`src/verilog/sct_pkg.sv`:
```
// Overview of operation
// The counter is a 16-bit up-counter fed by the clock divided by 1, 8 or 32.
// Writing 1 to the run bit starts counting and writing 0 stops it.
// In capture mode, writing the run bit to 0 clears the counter to zero.
// In capture mode the counter runs freely over 65536 counts, pulsing overflow.
// A valid trigger edge copies the counter into capture zero and pulses capture; the code does so only in capture mode with the run bit at 1.
// A two-bit edge-select field in control zero picks the valid trigger edge.
// With the filter on, a new pulse level counts after three equal samples.
// A two-bit field in control one enables the filter and picks its sample clock.
// Reads return the live count and the count latched at the latest capture.
// In capture mode, writes to the counter and to capture zero are ignored.
// Software changes clear-select and mode bits only while counting is stopped.
// In capture mode software keeps clear-select and compare-output bits at 0.
// In capture mode software sets compare one priority to zero, clears pending.
// Software accesses compare one only as one 16-bit access.
// In capture mode the four waveform pins are released, never driven.
// On overflow the counter wraps from its maximum to zero and keeps counting.
package sct_pkg;

  ////////////////////////////////////////////////////////////////////////////
  // Register map, byte addresses
  localparam logic [7:0] OFS_CNT    = 8'h00;
  localparam logic [7:0] OFS_CAP0   = 8'h04;
  localparam logic [7:0] OFS_CMP1   = 8'h08;
  localparam logic [7:0] OFS_CTRL0  = 8'h0C;
  localparam logic [7:0] OFS_CTRL1  = 8'h10;
  localparam logic [7:0] OFS_STATUS = 8'h14;

  ////////////////////////////////////////////////////////////////////////////
  // Control zero fields
  localparam int CR0_RUN     = 0;
  localparam int CR0_MODE    = 1;
  localparam int CR0_COUNTER_CLEAR_SELECT    = 2;
  localparam int CR0_EDGE_LO = 3;
  localparam int CR0_SRC_LO  = 5;
  localparam int CR0_TRIG    = 7;
  // Control one fields
  localparam int CR1_FILT_LO = 0;
  localparam int CR1_CMPO_LO = 4;
  // Status fields
  localparam int ST_RUN  = 0;
  localparam int ST_LVL  = 1;
  localparam int ST_CAPF = 2;
  localparam int ST_OVFF = 3;

  ////////////////////////////////////////////////////////////////////////////
  // Reset values and encodings
  localparam logic [7:0]  CR0_RST   = 8'h00;
  localparam logic [7:0]  CR1_RST   = 8'h00;
  localparam logic [15:0] CNT_RST   = 16'h0000;
  localparam logic [15:0] CNT_MAX   = 16'hFFFF;
  localparam logic        MODE_CAP  = 1'h0;
  localparam logic [1:0]  EDGE_RISE = 2'h0;
  localparam logic [1:0]  EDGE_FALL = 2'h1;
  localparam logic [1:0]  SEL_DIV1  = 2'h0;
  localparam logic [1:0]  SEL_DIV8  = 2'h1;
  localparam logic [1:0]  FILT_OFF  = 2'h0;
  localparam logic [4:0]  MASK_DIV8  = 5'h07;
  localparam logic [4:0]  MASK_DIV32 = 5'h1F;
  localparam int          FILT_SAMPLES = 3;
  localparam logic [1:0]  RESP_OKAY   = 2'h0;
  localparam logic [1:0]  RESP_SLVERR = 2'h2;

  ////////////////////////////////////////////////////////////////////////////
  // Divided tick from the free prescaler: 0 -> /1, 1 -> /8, else /32
  function automatic logic div_tick(input logic [1:0] sel,
                                    input logic [4:0] pre);
    logic t;
    t = 1'b0;
    case (sel)
      SEL_DIV1: t = 1'b1;
      SEL_DIV8: t = ((pre & MASK_DIV8) == MASK_DIV8);
      default:  t = (pre == MASK_DIV32);
    endcase
    return t;
  endfunction : div_tick

  // Byte-lane merge of a 16-bit register
  function automatic logic [15:0] lane_merge(input logic [15:0] old,
                                             input logic [31:0] wd,
                                             input logic [3:0]  ws);
    logic [15:0] v;
    v = old;
    if (ws[0]) v[7:0]  = wd[7:0];
    if (ws[1]) v[15:8] = wd[15:8];
    return v;
  endfunction : lane_merge

endpackage : sct_pkg

```
`src/verilog/sct_filter.sv`:
```
`timescale 1ns/1ps
`default_nettype none
module sct_filter #(
  parameter int SAMPLES = 3
) (
  // Clock and control
  input  wire logic clk,
  input  wire logic rst_n,
  input  wire logic ce,
  // Filter setup
  input  wire logic enable,
  input  wire logic sample_tick,
  // Level in and out
  input  wire logic din,
  output var  logic dout
);

  logic [SAMPLES-1:0] hist_r;

  always_ff @(posedge clk or negedge rst_n) begin
    if (!rst_n) begin
      hist_r <= '0;
    end else if (ce && sample_tick) begin
      hist_r <= {hist_r[SAMPLES-2:0], din};
    end
  end

  always_ff @(posedge clk or negedge rst_n) begin
    if (!rst_n) begin
      dout <= 1'b0;
    end else if (ce) begin
      if (!enable) begin
        dout <= din;
      end else if (&hist_r) begin
        dout <= 1'b1;
      end else if (~|hist_r) begin
        dout <= 1'b0;
      end
    end
  end

endmodule : sct_filter
`default_nettype wire

```
`src/verilog/sct_timer.sv`:
```
`timescale 1ns/1ps
`default_nettype none
module sct_timer #(
  parameter int ADDR_W = 8
) (
  // Clock, reset, enable
  input  wire logic              ref_clk,
  input  wire logic              arst_n,
  input  wire logic              ce,
  // AXI4-Lite write address
  input  wire logic [ADDR_W-1:0] s_axi_awaddr,
  input  wire logic              s_axi_awvalid,
  output var  logic              s_axi_awready,
  // AXI4-Lite write data
  input  wire logic [31:0]       s_axi_wdata,
  input  wire logic [3:0]        s_axi_wstrb,
  input  wire logic              s_axi_wvalid,
  output var  logic              s_axi_wready,
  // AXI4-Lite write response
  output var  logic [1:0]        s_axi_bresp,
  output var  logic              s_axi_bvalid,
  input  wire logic              s_axi_bready,
  // AXI4-Lite read address
  input  wire logic [ADDR_W-1:0] s_axi_araddr,
  input  wire logic              s_axi_arvalid,
  output var  logic              s_axi_arready,
  // AXI4-Lite read data
  output var  logic [31:0]       s_axi_rdata,
  output var  logic [1:0]        s_axi_rresp,
  output var  logic              s_axi_rvalid,
  input  wire logic              s_axi_rready,
  // Pins
  input  wire logic              pulse_capture_input,
  input  wire logic              slow_capture_clock,
  output var  logic [3:0]        wave_out,
  output var  logic [3:0]        wave_out_oe,
  // Request pulses
  output var  logic              capture_irq_req,
  output var  logic              overflow_irq_req
);

  ////////////////////////////////////////////////////////////////////////////
  // Reset release
  logic [1:0] rst_sync_r;
  logic       rst_n;

  always_ff @(posedge ref_clk or negedge arst_n) begin
    if (!arst_n) begin
      rst_sync_r <= 2'h0;
    end else begin
      rst_sync_r <= {rst_sync_r[0], 1'b1};
    end
  end
  assign rst_n = rst_sync_r[1];

  ////////////////////////////////////////////////////////////////////////////
  // Registers and state
  logic [15:0] timer_counter_r;
  logic [15:0] capture_compare_zero_r;
  logic [15:0] compare_one_r;
  logic [7:0]  control_reg_zero_r;
  logic [7:0]  control_reg_one_r;
  logic        cap_flag_r;
  logic        ovf_flag_r;
  logic [4:0]  pre_r;

  logic        count_run_bit;
  logic        capture_mode;
  logic [1:0]  edge_sel;
  logic [1:0]  src_sel;
  logic [1:0]  filt_sel;
  logic        cnt_tick;
  logic        filt_tick;

  assign count_run_bit = control_reg_zero_r[sct_pkg::CR0_RUN];
  assign capture_mode  =
    (control_reg_zero_r[sct_pkg::CR0_MODE] == sct_pkg::MODE_CAP);
  assign edge_sel  = control_reg_zero_r[sct_pkg::CR0_EDGE_LO +: 2];
  assign src_sel   = control_reg_zero_r[sct_pkg::CR0_SRC_LO +: 2];
  assign filt_sel  = control_reg_one_r[sct_pkg::CR1_FILT_LO +: 2];
  assign cnt_tick  = sct_pkg::div_tick(src_sel, pre_r);
  assign filt_tick = sct_pkg::div_tick(filt_sel - 2'h1, pre_r);

  ////////////////////////////////////////////////////////////////////////////
  // AXI4-Lite write path
  logic              aw_full_r;
  logic              w_full_r;
  logic [ADDR_W-1:0] aw_addr_r;
  logic [31:0]       w_data_r;
  logic [3:0]        w_strb_r;
  logic              wr_go;
  logic              wr_known;

  assign s_axi_awready = ce && !aw_full_r;
  assign s_axi_wready  = ce && !w_full_r;
  assign wr_go         = ce && aw_full_r && w_full_r && !s_axi_bvalid;

  always_comb begin
    case (aw_addr_r[7:0])
      sct_pkg::OFS_CNT,   sct_pkg::OFS_CAP0,  sct_pkg::OFS_CMP1,
      sct_pkg::OFS_CTRL0, sct_pkg::OFS_CTRL1, sct_pkg::OFS_STATUS:
        wr_known = 1'b1;
      default: wr_known = 1'b0;
    endcase
  end

  always_ff @(posedge ref_clk or negedge rst_n) begin
    if (!rst_n) begin
      aw_full_r <= 1'b0;
      aw_addr_r <= '0;
    end else if (ce) begin
      if (s_axi_awvalid && s_axi_awready) begin
        aw_full_r <= 1'b1;
        aw_addr_r <= s_axi_awaddr;
      end else if (wr_go) begin
        aw_full_r <= 1'b0;
      end
    end
  end

  always_ff @(posedge ref_clk or negedge rst_n) begin
    if (!rst_n) begin
      w_full_r <= 1'b0;
      w_data_r <= 32'h0000_0000;
      w_strb_r <= 4'h0;
    end else if (ce) begin
      if (s_axi_wvalid && s_axi_wready) begin
        w_full_r <= 1'b1;
        w_data_r <= s_axi_wdata;
        w_strb_r <= s_axi_wstrb;
      end else if (wr_go) begin
        w_full_r <= 1'b0;
      end
    end
  end

  always_ff @(posedge ref_clk or negedge rst_n) begin
    if (!rst_n) begin
      s_axi_bvalid <= 1'b0;
      s_axi_bresp  <= sct_pkg::RESP_OKAY;
    end else if (ce) begin
      if (wr_go) begin
        s_axi_bvalid <= 1'b1;
        s_axi_bresp  <= wr_known ? sct_pkg::RESP_OKAY : sct_pkg::RESP_SLVERR;
      end else if (s_axi_bready) begin
        s_axi_bvalid <= 1'b0;
      end
    end
  end

  function automatic logic wr_at(input logic [7:0] ofs);
    return wr_go && (aw_addr_r[7:0] == ofs);
  endfunction : wr_at

  ////////////////////////////////////////////////////////////////////////////
  // Control registers
  logic ctrl0_wr;
  logic stop_clear;

  assign ctrl0_wr   = wr_at(sct_pkg::OFS_CTRL0) && w_strb_r[0];
  assign stop_clear = ctrl0_wr && !w_data_r[sct_pkg::CR0_RUN] &&
                      (w_data_r[sct_pkg::CR0_MODE] == sct_pkg::MODE_CAP);

  always_ff @(posedge ref_clk or negedge rst_n) begin
    if (!rst_n) begin
      control_reg_zero_r <= sct_pkg::CR0_RST;
      control_reg_one_r  <= sct_pkg::CR1_RST;
      compare_one_r      <= sct_pkg::CNT_RST;
    end else if (ce) begin
      if (ctrl0_wr) begin
        control_reg_zero_r <= w_data_r[7:0];
      end
      if (wr_at(sct_pkg::OFS_CTRL1) && w_strb_r[0]) begin
        control_reg_one_r <= w_data_r[7:0];
      end
      if (wr_at(sct_pkg::OFS_CMP1)) begin
        compare_one_r <= sct_pkg::lane_merge(compare_one_r, w_data_r,
                                             w_strb_r);
      end
    end
  end

  ////////////////////////////////////////////////////////////////////////////
  // Prescaler and counter
  always_ff @(posedge ref_clk or negedge rst_n) begin
    if (!rst_n) begin
      pre_r <= 5'h00;
    end else if (ce) begin
      pre_r <= pre_r + 5'h01;
    end
  end

  always_ff @(posedge ref_clk or negedge rst_n) begin
    if (!rst_n) begin
      timer_counter_r <= sct_pkg::CNT_RST;
    end else if (ce) begin
      if (wr_at(sct_pkg::OFS_CNT) && !capture_mode) begin
        timer_counter_r <= sct_pkg::lane_merge(timer_counter_r, w_data_r,
                                               w_strb_r);
      end else if (stop_clear) begin
        timer_counter_r <= sct_pkg::CNT_RST;
      end else if (count_run_bit && cnt_tick) begin
        timer_counter_r <= timer_counter_r + 16'h0001;
      end
    end
  end

  always_ff @(posedge ref_clk or negedge rst_n) begin
    if (!rst_n) begin
      overflow_irq_req <= 1'b0;
    end else if (ce) begin
      overflow_irq_req <= count_run_bit && cnt_tick && !stop_clear &&
                          (timer_counter_r == sct_pkg::CNT_MAX);
    end
  end

  ////////////////////////////////////////////////////////////////////////////
  // Pin synchronisers, filter, edge detect
  logic [1:0] sync1_r;
  logic [1:0] sync2_r;
  logic [1:0] sync3_r;
  logic [1:0] pin_lvl_r;
  logic       filt_lvl;
  logic       trig_lvl;
  logic       trig_prev_r;
  logic       edge_hit;

  always_ff @(posedge ref_clk or negedge rst_n) begin
    if (!rst_n) begin
      sync1_r   <= 2'h0;
      sync2_r   <= 2'h0;
      sync3_r   <= 2'h0;
      pin_lvl_r <= 2'h0;
    end else if (ce) begin
      sync1_r <= {slow_capture_clock, pulse_capture_input};
      sync2_r <= sync1_r;
      sync3_r <= sync2_r;
      for (int i = 0; i < 2; i++) begin
        if (sync2_r[i] == sync3_r[i]) begin
          pin_lvl_r[i] <= sync3_r[i];
        end
      end
    end
  end

  sct_filter #(
    .SAMPLES     (sct_pkg::FILT_SAMPLES)
  ) u_filter (
    .clk         (ref_clk),
    .rst_n       (rst_n),
    .ce          (ce),
    .enable      (filt_sel != sct_pkg::FILT_OFF),
    .sample_tick (filt_tick),
    .din         (pin_lvl_r[0]),
    .dout        (filt_lvl)
  );

  assign trig_lvl = control_reg_zero_r[sct_pkg::CR0_TRIG] ? pin_lvl_r[1]
                                                          : filt_lvl;

  always_comb begin
    case (edge_sel)
      sct_pkg::EDGE_RISE: edge_hit = trig_lvl && !trig_prev_r;
      sct_pkg::EDGE_FALL: edge_hit = !trig_lvl && trig_prev_r;
      default:            edge_hit = trig_lvl != trig_prev_r;
    endcase
  end

  always_ff @(posedge ref_clk or negedge rst_n) begin
    if (!rst_n) begin
      trig_prev_r <= 1'b0;
    end else if (ce) begin
      trig_prev_r <= trig_lvl;
    end
  end

  ////////////////////////////////////////////////////////////////////////////
  // Capture register and request
  logic cap_evt;

  assign cap_evt = capture_mode && count_run_bit && edge_hit;

  always_ff @(posedge ref_clk or negedge rst_n) begin
    if (!rst_n) begin
      capture_compare_zero_r <= sct_pkg::CNT_RST;
      capture_irq_req        <= 1'b0;
    end else if (ce) begin
      capture_irq_req <= cap_evt;
      if (cap_evt) begin
        capture_compare_zero_r <= timer_counter_r;
      end else if (wr_at(sct_pkg::OFS_CAP0) && !capture_mode) begin
        capture_compare_zero_r <=
          sct_pkg::lane_merge(capture_compare_zero_r, w_data_r, w_strb_r);
      end
    end
  end

  ////////////////////////////////////////////////////////////////////////////
  // Sticky status, write one to clear, set wins
  logic [1:0] st_clr;

  assign st_clr = (wr_at(sct_pkg::OFS_STATUS) && w_strb_r[0]) ?
                  {w_data_r[sct_pkg::ST_OVFF], w_data_r[sct_pkg::ST_CAPF]}
                  : 2'h0;

  always_ff @(posedge ref_clk or negedge rst_n) begin
    if (!rst_n) begin
      cap_flag_r <= 1'b0;
      ovf_flag_r <= 1'b0;
    end else if (ce) begin
      cap_flag_r <= (cap_flag_r && !st_clr[0]) || capture_irq_req;
      ovf_flag_r <= (ovf_flag_r && !st_clr[1]) || overflow_irq_req;
    end
  end

  ////////////////////////////////////////////////////////////////////////////
  // Waveform pins, released in capture mode
  always_ff @(posedge ref_clk or negedge rst_n) begin
    if (!rst_n) begin
      wave_out    <= 4'h0;
      wave_out_oe <= 4'h0;
    end else if (ce) begin
      wave_out    <= 4'h0;
      wave_out_oe <= capture_mode ? 4'h0
                     : control_reg_one_r[sct_pkg::CR1_CMPO_LO +: 4];
    end
  end

  ////////////////////////////////////////////////////////////////////////////
  // AXI4-Lite read path
  logic [31:0] rd_mux;
  logic        rd_known;

  always_comb begin
    rd_mux   = 32'h0000_0000;
    rd_known = 1'b1;
    case (s_axi_araddr[7:0])
      sct_pkg::OFS_CNT:    rd_mux[15:0] = timer_counter_r;
      sct_pkg::OFS_CAP0:   rd_mux[15:0] = capture_compare_zero_r;
      sct_pkg::OFS_CMP1:   rd_mux[15:0] = compare_one_r;
      sct_pkg::OFS_CTRL0:  rd_mux[7:0]  = control_reg_zero_r;
      sct_pkg::OFS_CTRL1:  rd_mux[7:0]  = control_reg_one_r;
      sct_pkg::OFS_STATUS: rd_mux[3:0]  =
        {ovf_flag_r, cap_flag_r, filt_lvl, count_run_bit};
      default:             rd_known     = 1'b0;
    endcase
  end

  assign s_axi_arready = ce && !s_axi_rvalid;

  always_ff @(posedge ref_clk or negedge rst_n) begin
    if (!rst_n) begin
      s_axi_rvalid <= 1'b0;
      s_axi_rdata  <= 32'h0000_0000;
      s_axi_rresp  <= sct_pkg::RESP_OKAY;
    end else if (ce) begin
      if (s_axi_arvalid && s_axi_arready) begin
        s_axi_rvalid <= 1'b1;
        s_axi_rdata  <= rd_mux;
        s_axi_rresp  <= rd_known ? sct_pkg::RESP_OKAY : sct_pkg::RESP_SLVERR;
      end else if (s_axi_rready) begin
        s_axi_rvalid <= 1'b0;
      end
    end
  end

endmodule : sct_timer
`default_nettype wire

```
`config.mk`:
```
export PLATFORM = sky130hd
export DESIGN_NAME = sct_timer
export DESIGN_NICKNAME = d
export VERILOG_FILES = /design/src/verilog/sct_pkg.sv /design/src/verilog/sct_filter.sv /design/src/verilog/sct_timer.sv
export SDC_FILE = /design/constraint.sdc
export NUM_CORES = 1
export LEC_CHECK = 0
export ABC_AREA = 1
export BUFFER_PORTS_ARGS = -buffer_cell sky130_fd_sc_hd__buf_2
export CAP_MARGIN = 20
export CORE_MARGIN = 4
export CORE_UTILIZATION = 30
export DETAILED_ROUTE_END_ITERATION = 12
export PLACE_DENSITY = 0.46
export SLEW_MARGIN = 20
export SYNTH_ARGS = -nofsm -noshare
export SYNTH_HDL_FRONTEND = slang
export SYNTH_SLANG_ARGS = --single-unit
```
`constraint.sdc`:
```
create_clock -name ref_clk -period 4.3 [get_ports ref_clk]
set_input_delay 0.215 -clock ref_clk [delete_from_list [all_inputs] [get_ports ref_clk]]
set_output_delay 0.215 -clock ref_clk [all_outputs]
set_load 0.005 [all_outputs]
```
==> metrics.md, run 1 <==
| Metric | Value |
|---|---|
| Crit path top cell by count | o21ai_0 |
| Worst Skew | 0.00910 ns |
| First-pass GRT wire length | 31300 um |
| CP Capture Type | flip-flop |
| Slowest Stage Delay on Critical Path | 0.61 ns |
| Most used DFF post-synth | dfrtp_1 |
| Worst Path Required | 4.59 ns |
| Worst Hold Depth | 2 |
| Routed wire per std cell | 15.0 um |
| Starting Density | 30.9% |
| Status | complete, no violations |
| Slew Viols, Final | 0 |
| Core area | 22900 um2 |
| WP data arrival | 3.05 ns |
| Post-Syn Area per Cell | 8.06 um2 |
| GPL Wtd Cong | 0.813 |
| CTS clk-pin slew, worst paths | 0.06 ns |
| Final Cycle Share | 64.3% |
| # clock sinks | 140 |
| CTS-repair resized insts | 0 |
| Final hold vios | 0 |
| Synthesis-to-layout area growth | 18.6% |
| Post-synth top area cell | dfrtp_1 |
| Root Driver | clkbuf_16 |
| Fin cells | 1277 |
| Async set-reset flop share out of synthesis | 100% |
| Critical path class | reg2reg |
| Critical path cell sequence | inv_1, or2_2, o21ai_0, ha_1, a21oi_2, nand2_1, o211ai_1, o21ai_0 |
| Routed WL | 19100 um |
| Setup TNS | 0 ns |
| Total grt overflow | 0 |
| DR vias/cell | 4.46 |
| DP Cell Count | 1241 |
| DP HPWL | 13900 um |
| RSZ-0062 raised after global routing | false |
| Commonest cells post-synth | nand2_1, dfrtp_1, inv_1 |
| Fin crit period | 2.77 ns |
| First drt pass iteration count | 5 |
| Worst Path Max Fanout | 29 |
| Initial antenna violation count | 0 |
| DR iter-0 viols | 431 |
| TritonCTS clock tree | yes |
| F_max | 0.362 GHz |
| EDFF count, synth | 0 |
| Post-DRT Antenna Nets | 0 |
| Nets | 1022 |
| Count leader, synth | nand2_1 |
| Worst Hold Launch | s_axi_awaddr[6] |
| IO buf count | 72 |
| Antenna fix cells | 0 |
| Hold WC Path Type | in2reg |
| CTS Buffer Depth | 2 |
| Worst-skew pair later-pin latency | 0.42 ns |
| Cts bufs inserted | 17 |
| H-tree Lvls | 4 |
| Ys Warns | 0 |
| Worst-margin pin slew | 0.923 ns |
| Core Util, Final | 36.6% |
| Post-synthesis cell count | 878 |
| Reg2Reg Depth | 8 |
| Hold Crit Endpoint | aw_addr_r[6] |
| Worst VDD drop | 0.000185 V |
| Row count | 55 |
| Die H | 162 um |
| Fraction of layout cells with a size suffix above 1 | 16.0% |
| DRC | 0 |
| Worst reg2reg startpoint | control_reg_zero_r[7] |
| Number of global-route vias before repair | 5451 |
| Seq cells post-synth | 140 |
| Slew headroom | 38.3% |
| Worst reg-to-reg setup slack | 1.53 ns |
| Synth top area share | 49.5% |
| Max_cap viols | 0 |
| Post CTS Setup Buffer Count | 0 |
| Leakage | 4.15 nW |
| Largest net degree at the start of global routing | 82 |
| Top Ports | 113 |
| PwrDens | 517 nW/um2 |
| Die Wd | 162 um |
| Post-Syn Area | 7080 um2 |
| Slowest cell on the critical path | nand2_1 |
| CTS Hold Bufs | 4 |
| Worst r2r dst | capture_compare_zero_r[10] |
| Synth cell types | 38 |
| Top cells by area, synth | dfrtp_1, nand2_1, o21ai_0 |
| Vias post-DR | 5697 |
| Die Area | 26100 um2 |
| Fillers | 2453 |
| GRT Total Usage | 15.4% |
| Setup Viol. Count Final | 0 |
| Register area share after synthesis | 49.5% |
| Critical path startpoint category | flip-flop |
cell usage in the layout, fill, tap and decap left out, drive strengths merged:
| master | netlist | layout |
|---|---|---|
| or2 | 4 | 4 |
| buf | 38 | 78 |
| a21oi | 33 | 33 |
| a2bb2oi | 1 | 1 |
| nand2 | 256 | 256 |
| bufinv | 0 | 6 |
| dfrtp | 140 | 140 |
| nand3b | 1 | 1 |
| nand3 | 38 | 38 |
| nor2 | 74 | 74 |
| o211ai | 15 | 15 |
| o21ai | 99 | 99 |
| o22ai | 16 | 16 |
| conb | 2 | 23 |
| mux2 | 7 | 7 |
| nand4 | 6 | 6 |
| nor4 | 3 | 3 |
| dlygate4sd3 | 0 | 4 |
| clkinv | 0 | 3 |
| xnor2 | 2 | 2 |
| a21boi | 1 | 1 |
| o31ai | 1 | 1 |
| inv | 104 | 107 |
| clkbuf | 11 | 19 |
| ha | 9 | 9 |
| xor2 | 4 | 4 |
| clkinvlp | 0 | 1 |
| a31oi | 4 | 4 |
| nor3 | 9 | 9 |
worst max-delay path by stage:
| stage | start | to | slack [ns] |
|---|---|---|---|
| final | control_reg_zero_r[7] | capture_compare_zero_r[10] | 1.53 |
| after global routing | control_reg_zero_r[7] | capture_compare_zero_r[8] | 1.22 |
| after CTS | control_reg_zero_r[7] | capture_compare_zero_r[10] | 1.53 |
| after detailed placement | control_reg_zero_r[7] | capture_compare_zero_r[10] | 1.56 |
| after global placement | control_reg_zero_r[7] | capture_compare_zero_r[4] | 1.59 |
| after floorplan | rst_sync_r[1] | aw_addr_r[0] | 0.11 |
where the power goes:
part	switching, mW	internal [mW]
logic	0.542	0.290
registers	0.209	1.61
clock network	0.581	1.11
metal layers:
layer  routed length (um)  track usage (%)  part of all wire [%]
met1                 9880             23.0                    52
met2                 8230             22.5                    43
met3                  803             2.96                   4.2
met4                  223             4.54                   1.2
met5                    0                0                     0
logic make-up after synthesis:
group           after synthesis  synth area share, %
compound gates              170                 13.1
xor+xnor                      6                0.742
fa+ha+maj                     9                 1.59
mux                           7                 1.11
other cells                   2                0.106
flops                       140                 49.5
simple gates                391                 24.1
buf+inv                     153                 9.78
metrics by stage:
step                      area, um2  power, mW  setup WS [ns]  hold slack, ns
after floorplan                7160       2.37          0.111         -0.0806
after CTS                      8390       4.40           1.53         0.00439
after global placement         7670       2.67           1.59      -0.0000634
after global routing           8400       4.61           1.22          0.0105
after detailed placement       7670       2.68           1.56         0.00179
final                          8400       4.34           1.53          0.0204
critical path, delay by kind of cell, from the launching register on:
kind / cells / cell delay [ns]
flip-flops: 1 / 0.36
adder cells (fa/ha/maj): 1 / 0.33
buffers and inverters: 1 / 0.06
AND/OR/NAND/NOR: 2 / 0.87
AO/OA/AOI/OAI: 4 / 1.02
flip-flops by register name, indices dropped and copies added, names as in the netlist, 2 cells and up:
| register | flops |
|---|---|
| wave_out_oe | 4 |
| sync1_r | 2 |
| compare_one_r | 16 |
| capture_compare_zero_r | 16 |
| control_reg_one_r | 8 |
| w_data_r | 16 |
| u_filter.hist_r | 3 |
| control_reg_zero_r | 8 |
| s_axi_rdata | 16 |
| timer_counter_r | 16 |
| w_strb_r | 2 |
| pre_r | 5 |
| sync2_r | 2 |
| rst_sync_r | 2 |
| aw_addr_r | 8 |
| pin_lvl_r | 2 |
| sync3_r | 2 |
layout make-up:
cell class | instances | area, um2 | share of cell area (%)
clock buffer | 19 | 443 | 5.28
clock inverter | 13 | 236 | 2.82
inverter | 104 | 395 | 4.71
multi-input combinational | 606 | 2960 | 35.3
sequential | 140 | 3510 | 41.8
tap | 313 | 392 | 4.66
timing repair buffer | 82 | 458 | 5.45
Note: power is estimated with default switching activity, not from simulation.
==> run 2, diff against run 1 <==
- ABC_AREA: 1 -> 0
- clock period: 4.3 -> 2.45 ns (I/O delays scaled with it)
==> metrics.md, run 2 <==
| Metric | Value |
|---|---|
| Starting Density | 30.6% (-0.32 points) |
| Number of global-route vias before repair | 5281 (-3.1%) |
| DR iter-0 viols | 534 (+24%) |
| Post CTS Setup Buffer Count | 0 (unchanged) |
| Net load switching power | 2.26 mW (+70%) |
| Post-Syn Area | 6940 um2 (-1.9%) |
| Max_cap viols | 0 (unchanged) |
| Seq cells post-synth | 140 (unchanged) |
| Antenna fix cells | 0 (unchanged) |
| Slew headroom | 46.3% (+7.9 points) |
| Slew Viols, Final | 0 (unchanged) |
| Fin crit period | 2.26 ns (-0.503 ns) |
| CP Capture Type | flip-flop |
| Largest net degree at the start of global routing | 139 (+70%) |
| IO buf count | 72 (unchanged) |
| Async set-reset flop share out of synthesis | 100% (unchanged) |
| Post-Syn Area per Cell | 11.3 um2 (+40%) |
| Area post-placement | 7600 um2 (-0.98%) |
| Combinational share of power | 17.5% (-1.7 points) |
| Most used DFF post-synth | dfrtp_1 |
| DP Cell Count | 960 (-23%) |
| Fraction of layout cells with a size suffix above 1 | 29.7% (+14 points) |
| Synth cell types | 64 (+68%) |
| Top Ports | 113 (unchanged) |
| DRC | 0 (unchanged) |
| Synthesis-to-layout area growth | 23.1% |
| Synth top area share | 50.5% (+0.97 points) |
| Routed WL | 18800 um (-1.7%) |
| RSZ-0062 raised after global routing | false |
| Most common cell after layout, fill and taps aside | dfrtp_1 |
| F_max | 0.442 GHz (+22%) |
| PwrDens | 873 nW/um2 (+69%) |
| CTS Buffer Depth | 2 (unchanged) |
| CTS clk-pin slew, worst paths | 0.06 ns (about the same) |
| Final Cycle Share | 92.4% (+28 points) |
| Cts bufs inserted | 17 (unchanged) |
| Worst reg-to-reg setup slack | 0.19 ns (-1.35 ns) |
| GPL Wtd Cong | 0.762 (-6.3%) |
| Hold Crit Endpoint | s_axi_rvalid |
| Initial antenna violation count | 0 (unchanged) |
| Worst r2r dst | capture_compare_zero_r[9] |
| Worst Path Max Fanout | 16 (-45%) |
| Root Driver | clkbuf_16 |
| Post-DRT Antenna Nets | 0 (unchanged) |
| Die Area | 25600 um2 (-1.8%) |
| Switching Fraction | 30.3% (-0.40 points) |
| Final worst setup slack | 0.187 ns (-1.35 ns) |
| DP HPWL | 13200 um (-5.2%) |
| Worst reg2reg startpoint | control_reg_zero_r[7] |
| Setup Viol. Count Final | 0 (unchanged) |
| Count leader, synth | dfrtp_1 |
| Worst Hold Depth | 3 (+1) |
| First-pass GRT wire length | 30500 um (-2.7%) |
| Hold WC Path Type | in2reg |
| Core area | 22700 um2 (-0.90%) |
| Status | complete, no violations |
| Worst Skew | 0.0111 ns (+0.00205 ns) |
| Top cells by area, synth | dfrtp_1, mux2_2, a21oi_1 |
| Worst Hold Launch | s_axi_arvalid |
| Commonest cells post-synth | dfrtp_1, mux2_2, a21oi_1 |
| Routed wire per std cell | 18.4 um (+23%) |
| First drt pass iteration count | 5 (unchanged) |
| Worst-skew pair later-pin latency | 0.43 ns (about the same) |
| Row count | 55 (unchanged) |
| Die H | 160 um (-0.92%) |
| P_int | 5.20 mW (+73%) |
| Reg2Reg Depth | 9 (+1) |
| Final hold vios | 0 (unchanged) |
| Post-synthesis cell count | 617 (-30%) |
| Worst Path Required | 2.73 ns (-1.86 ns) |
| Nets | 797 (-22%) |
| # clock sinks | 140 (unchanged) |
| Critical path class | reg2reg |
| Final instance area | 8540 um2 (+1.8%) |
| DR vias/cell | 5.13 (+15%) |
| Post-synth top area cell | dfrtp_1 |
| Clock power share | 36.8% (-2.1 points) |
| EDFF count, synth | 0 (unchanged) |
| Register area share after synthesis | 50.5% (+0.97 points) |
| Critical path startpoint category | flip-flop |
| Most frequent cells in the layout | dfrtp_1, mux2_2, buf_2 |
| Leakage | 3.76 nW (-9.4%) |
| Final Hold Slack | 0.0191 ns (-0.00130 ns) |
| Worst VDD drop | 0.000517 V (+180%) |
| GRT Total Usage | 15.0% (-0.34 points) |
| Pre-CTS setup slack | -0.0166 ns (-1.58 ns) |
| Fin cells | 1023 (-20%) |
| Ys Warns | 0 (unchanged) |
| H-tree Lvls | 4 (unchanged) |
| Register share of total power | 45.7% (+3.8 points) |
| Total grt overflow | 0 (unchanged) |
| TritonCTS clock tree | yes |
| Worst-margin pin slew | 0.806 ns (-0.117 ns) |
| Vias post-DR | 5251 (-7.8%) |
| WP data arrival | 2.54 ns (-0.51 ns) |
| Die Wd | 160 um (-0.92%) |
| Setup TNS | 0 ns (unchanged) |
run 2: final cells by class:
class | count | area [um2]
Fill cell | 2262 | 14200
Sequential cell | 140 | 3510
Multi-Input combinational cell | 423 | 3130
Timing Repair Buffer | 125 | 863
Clock buffer | 17 | 425
Tap cell | 285 | 357
Clock inverter | 14 | 193
Inverter | 19 | 71.3
run 2: worst max-delay path, cell delays in order (launching register included):
cell and delay [ns]:
dfrtp_1 0.40, mux2i_1 0.30, inv_1 0.08, ha_1 0.19
mux2_2 0.28, o2111ai_4 0.25, o21ai_1 0.15, buf_4 0.22
a21oi_1 0.17, a31oi_1 0.05
run 2: layer usage:
layer,vias up,routed length (um),track usage (%)
li1,2467,-,-
met1,2619,9090,21.5
met2,146,8490,22.7
met3,19,978,3.33
met4,0,244,4.61
met5,-,0,0
run 2: cell families after synthesis:
logic type               Yosys count  share of synthesized area, %
AND/OR/NAND/NOR                  146                          11.4
flip-flops                       140                          50.5
AO/OA/AOI/OAI                    150                          14.8
buffers and inverters             75                          5.75
XOR/XNOR                           2                         0.252
adder cells (fa/ha/maj)            9                          1.62
other                              2                         0.108
multiplexers                      93                          15.7
run 2: metrics by stage:
step           util [%]  power, mW
2_1_floorplan         -       4.10
3_5_place_dp       33.5       4.74
3_3_place_gp       33.5       4.68
4_1_cts            37.6       7.56
5_1_grt            37.6       7.89
6_report           37.6       7.46
run 2: power by group through the flow:
stage,Sequential [mW],Combinational (mW),Clock [mW]
after floorplan,3.23,0.874,0
after global placement,3.44,1.24,0
after detailed placement,3.46,1.28,0
after CTS,3.41,1.33,2.82
after global routing,3.49,1.48,2.92
final,3.41,1.31,2.74
run 2: worst max-delay path by stage:
stage,start,to,slack [ns],cells past startpoint
floorplan,rst_sync_r[1],aw_addr_r[0],0.12,0
global placement,pre_r[0],timer_counter_r[13],0.06,9
detailed placement,pre_r[0],timer_counter_r[13],-0.02,9
CTS,pre_r[0],timer_counter_r[13],0.12,9
global route,control_reg_zero_r[7],capture_compare_zero_r[12],0.004,9
finish,control_reg_zero_r[7],capture_compare_zero_r[9],0.19,9
run 2: what timing repair did:
action / 4_1_cts / 5_1_grt
hold endpoints to repair: 32 / 0
gates resized for setup: 1 / 1
hold buffers: 32 / 0
endpoints found under the setup margin: 3 / 14
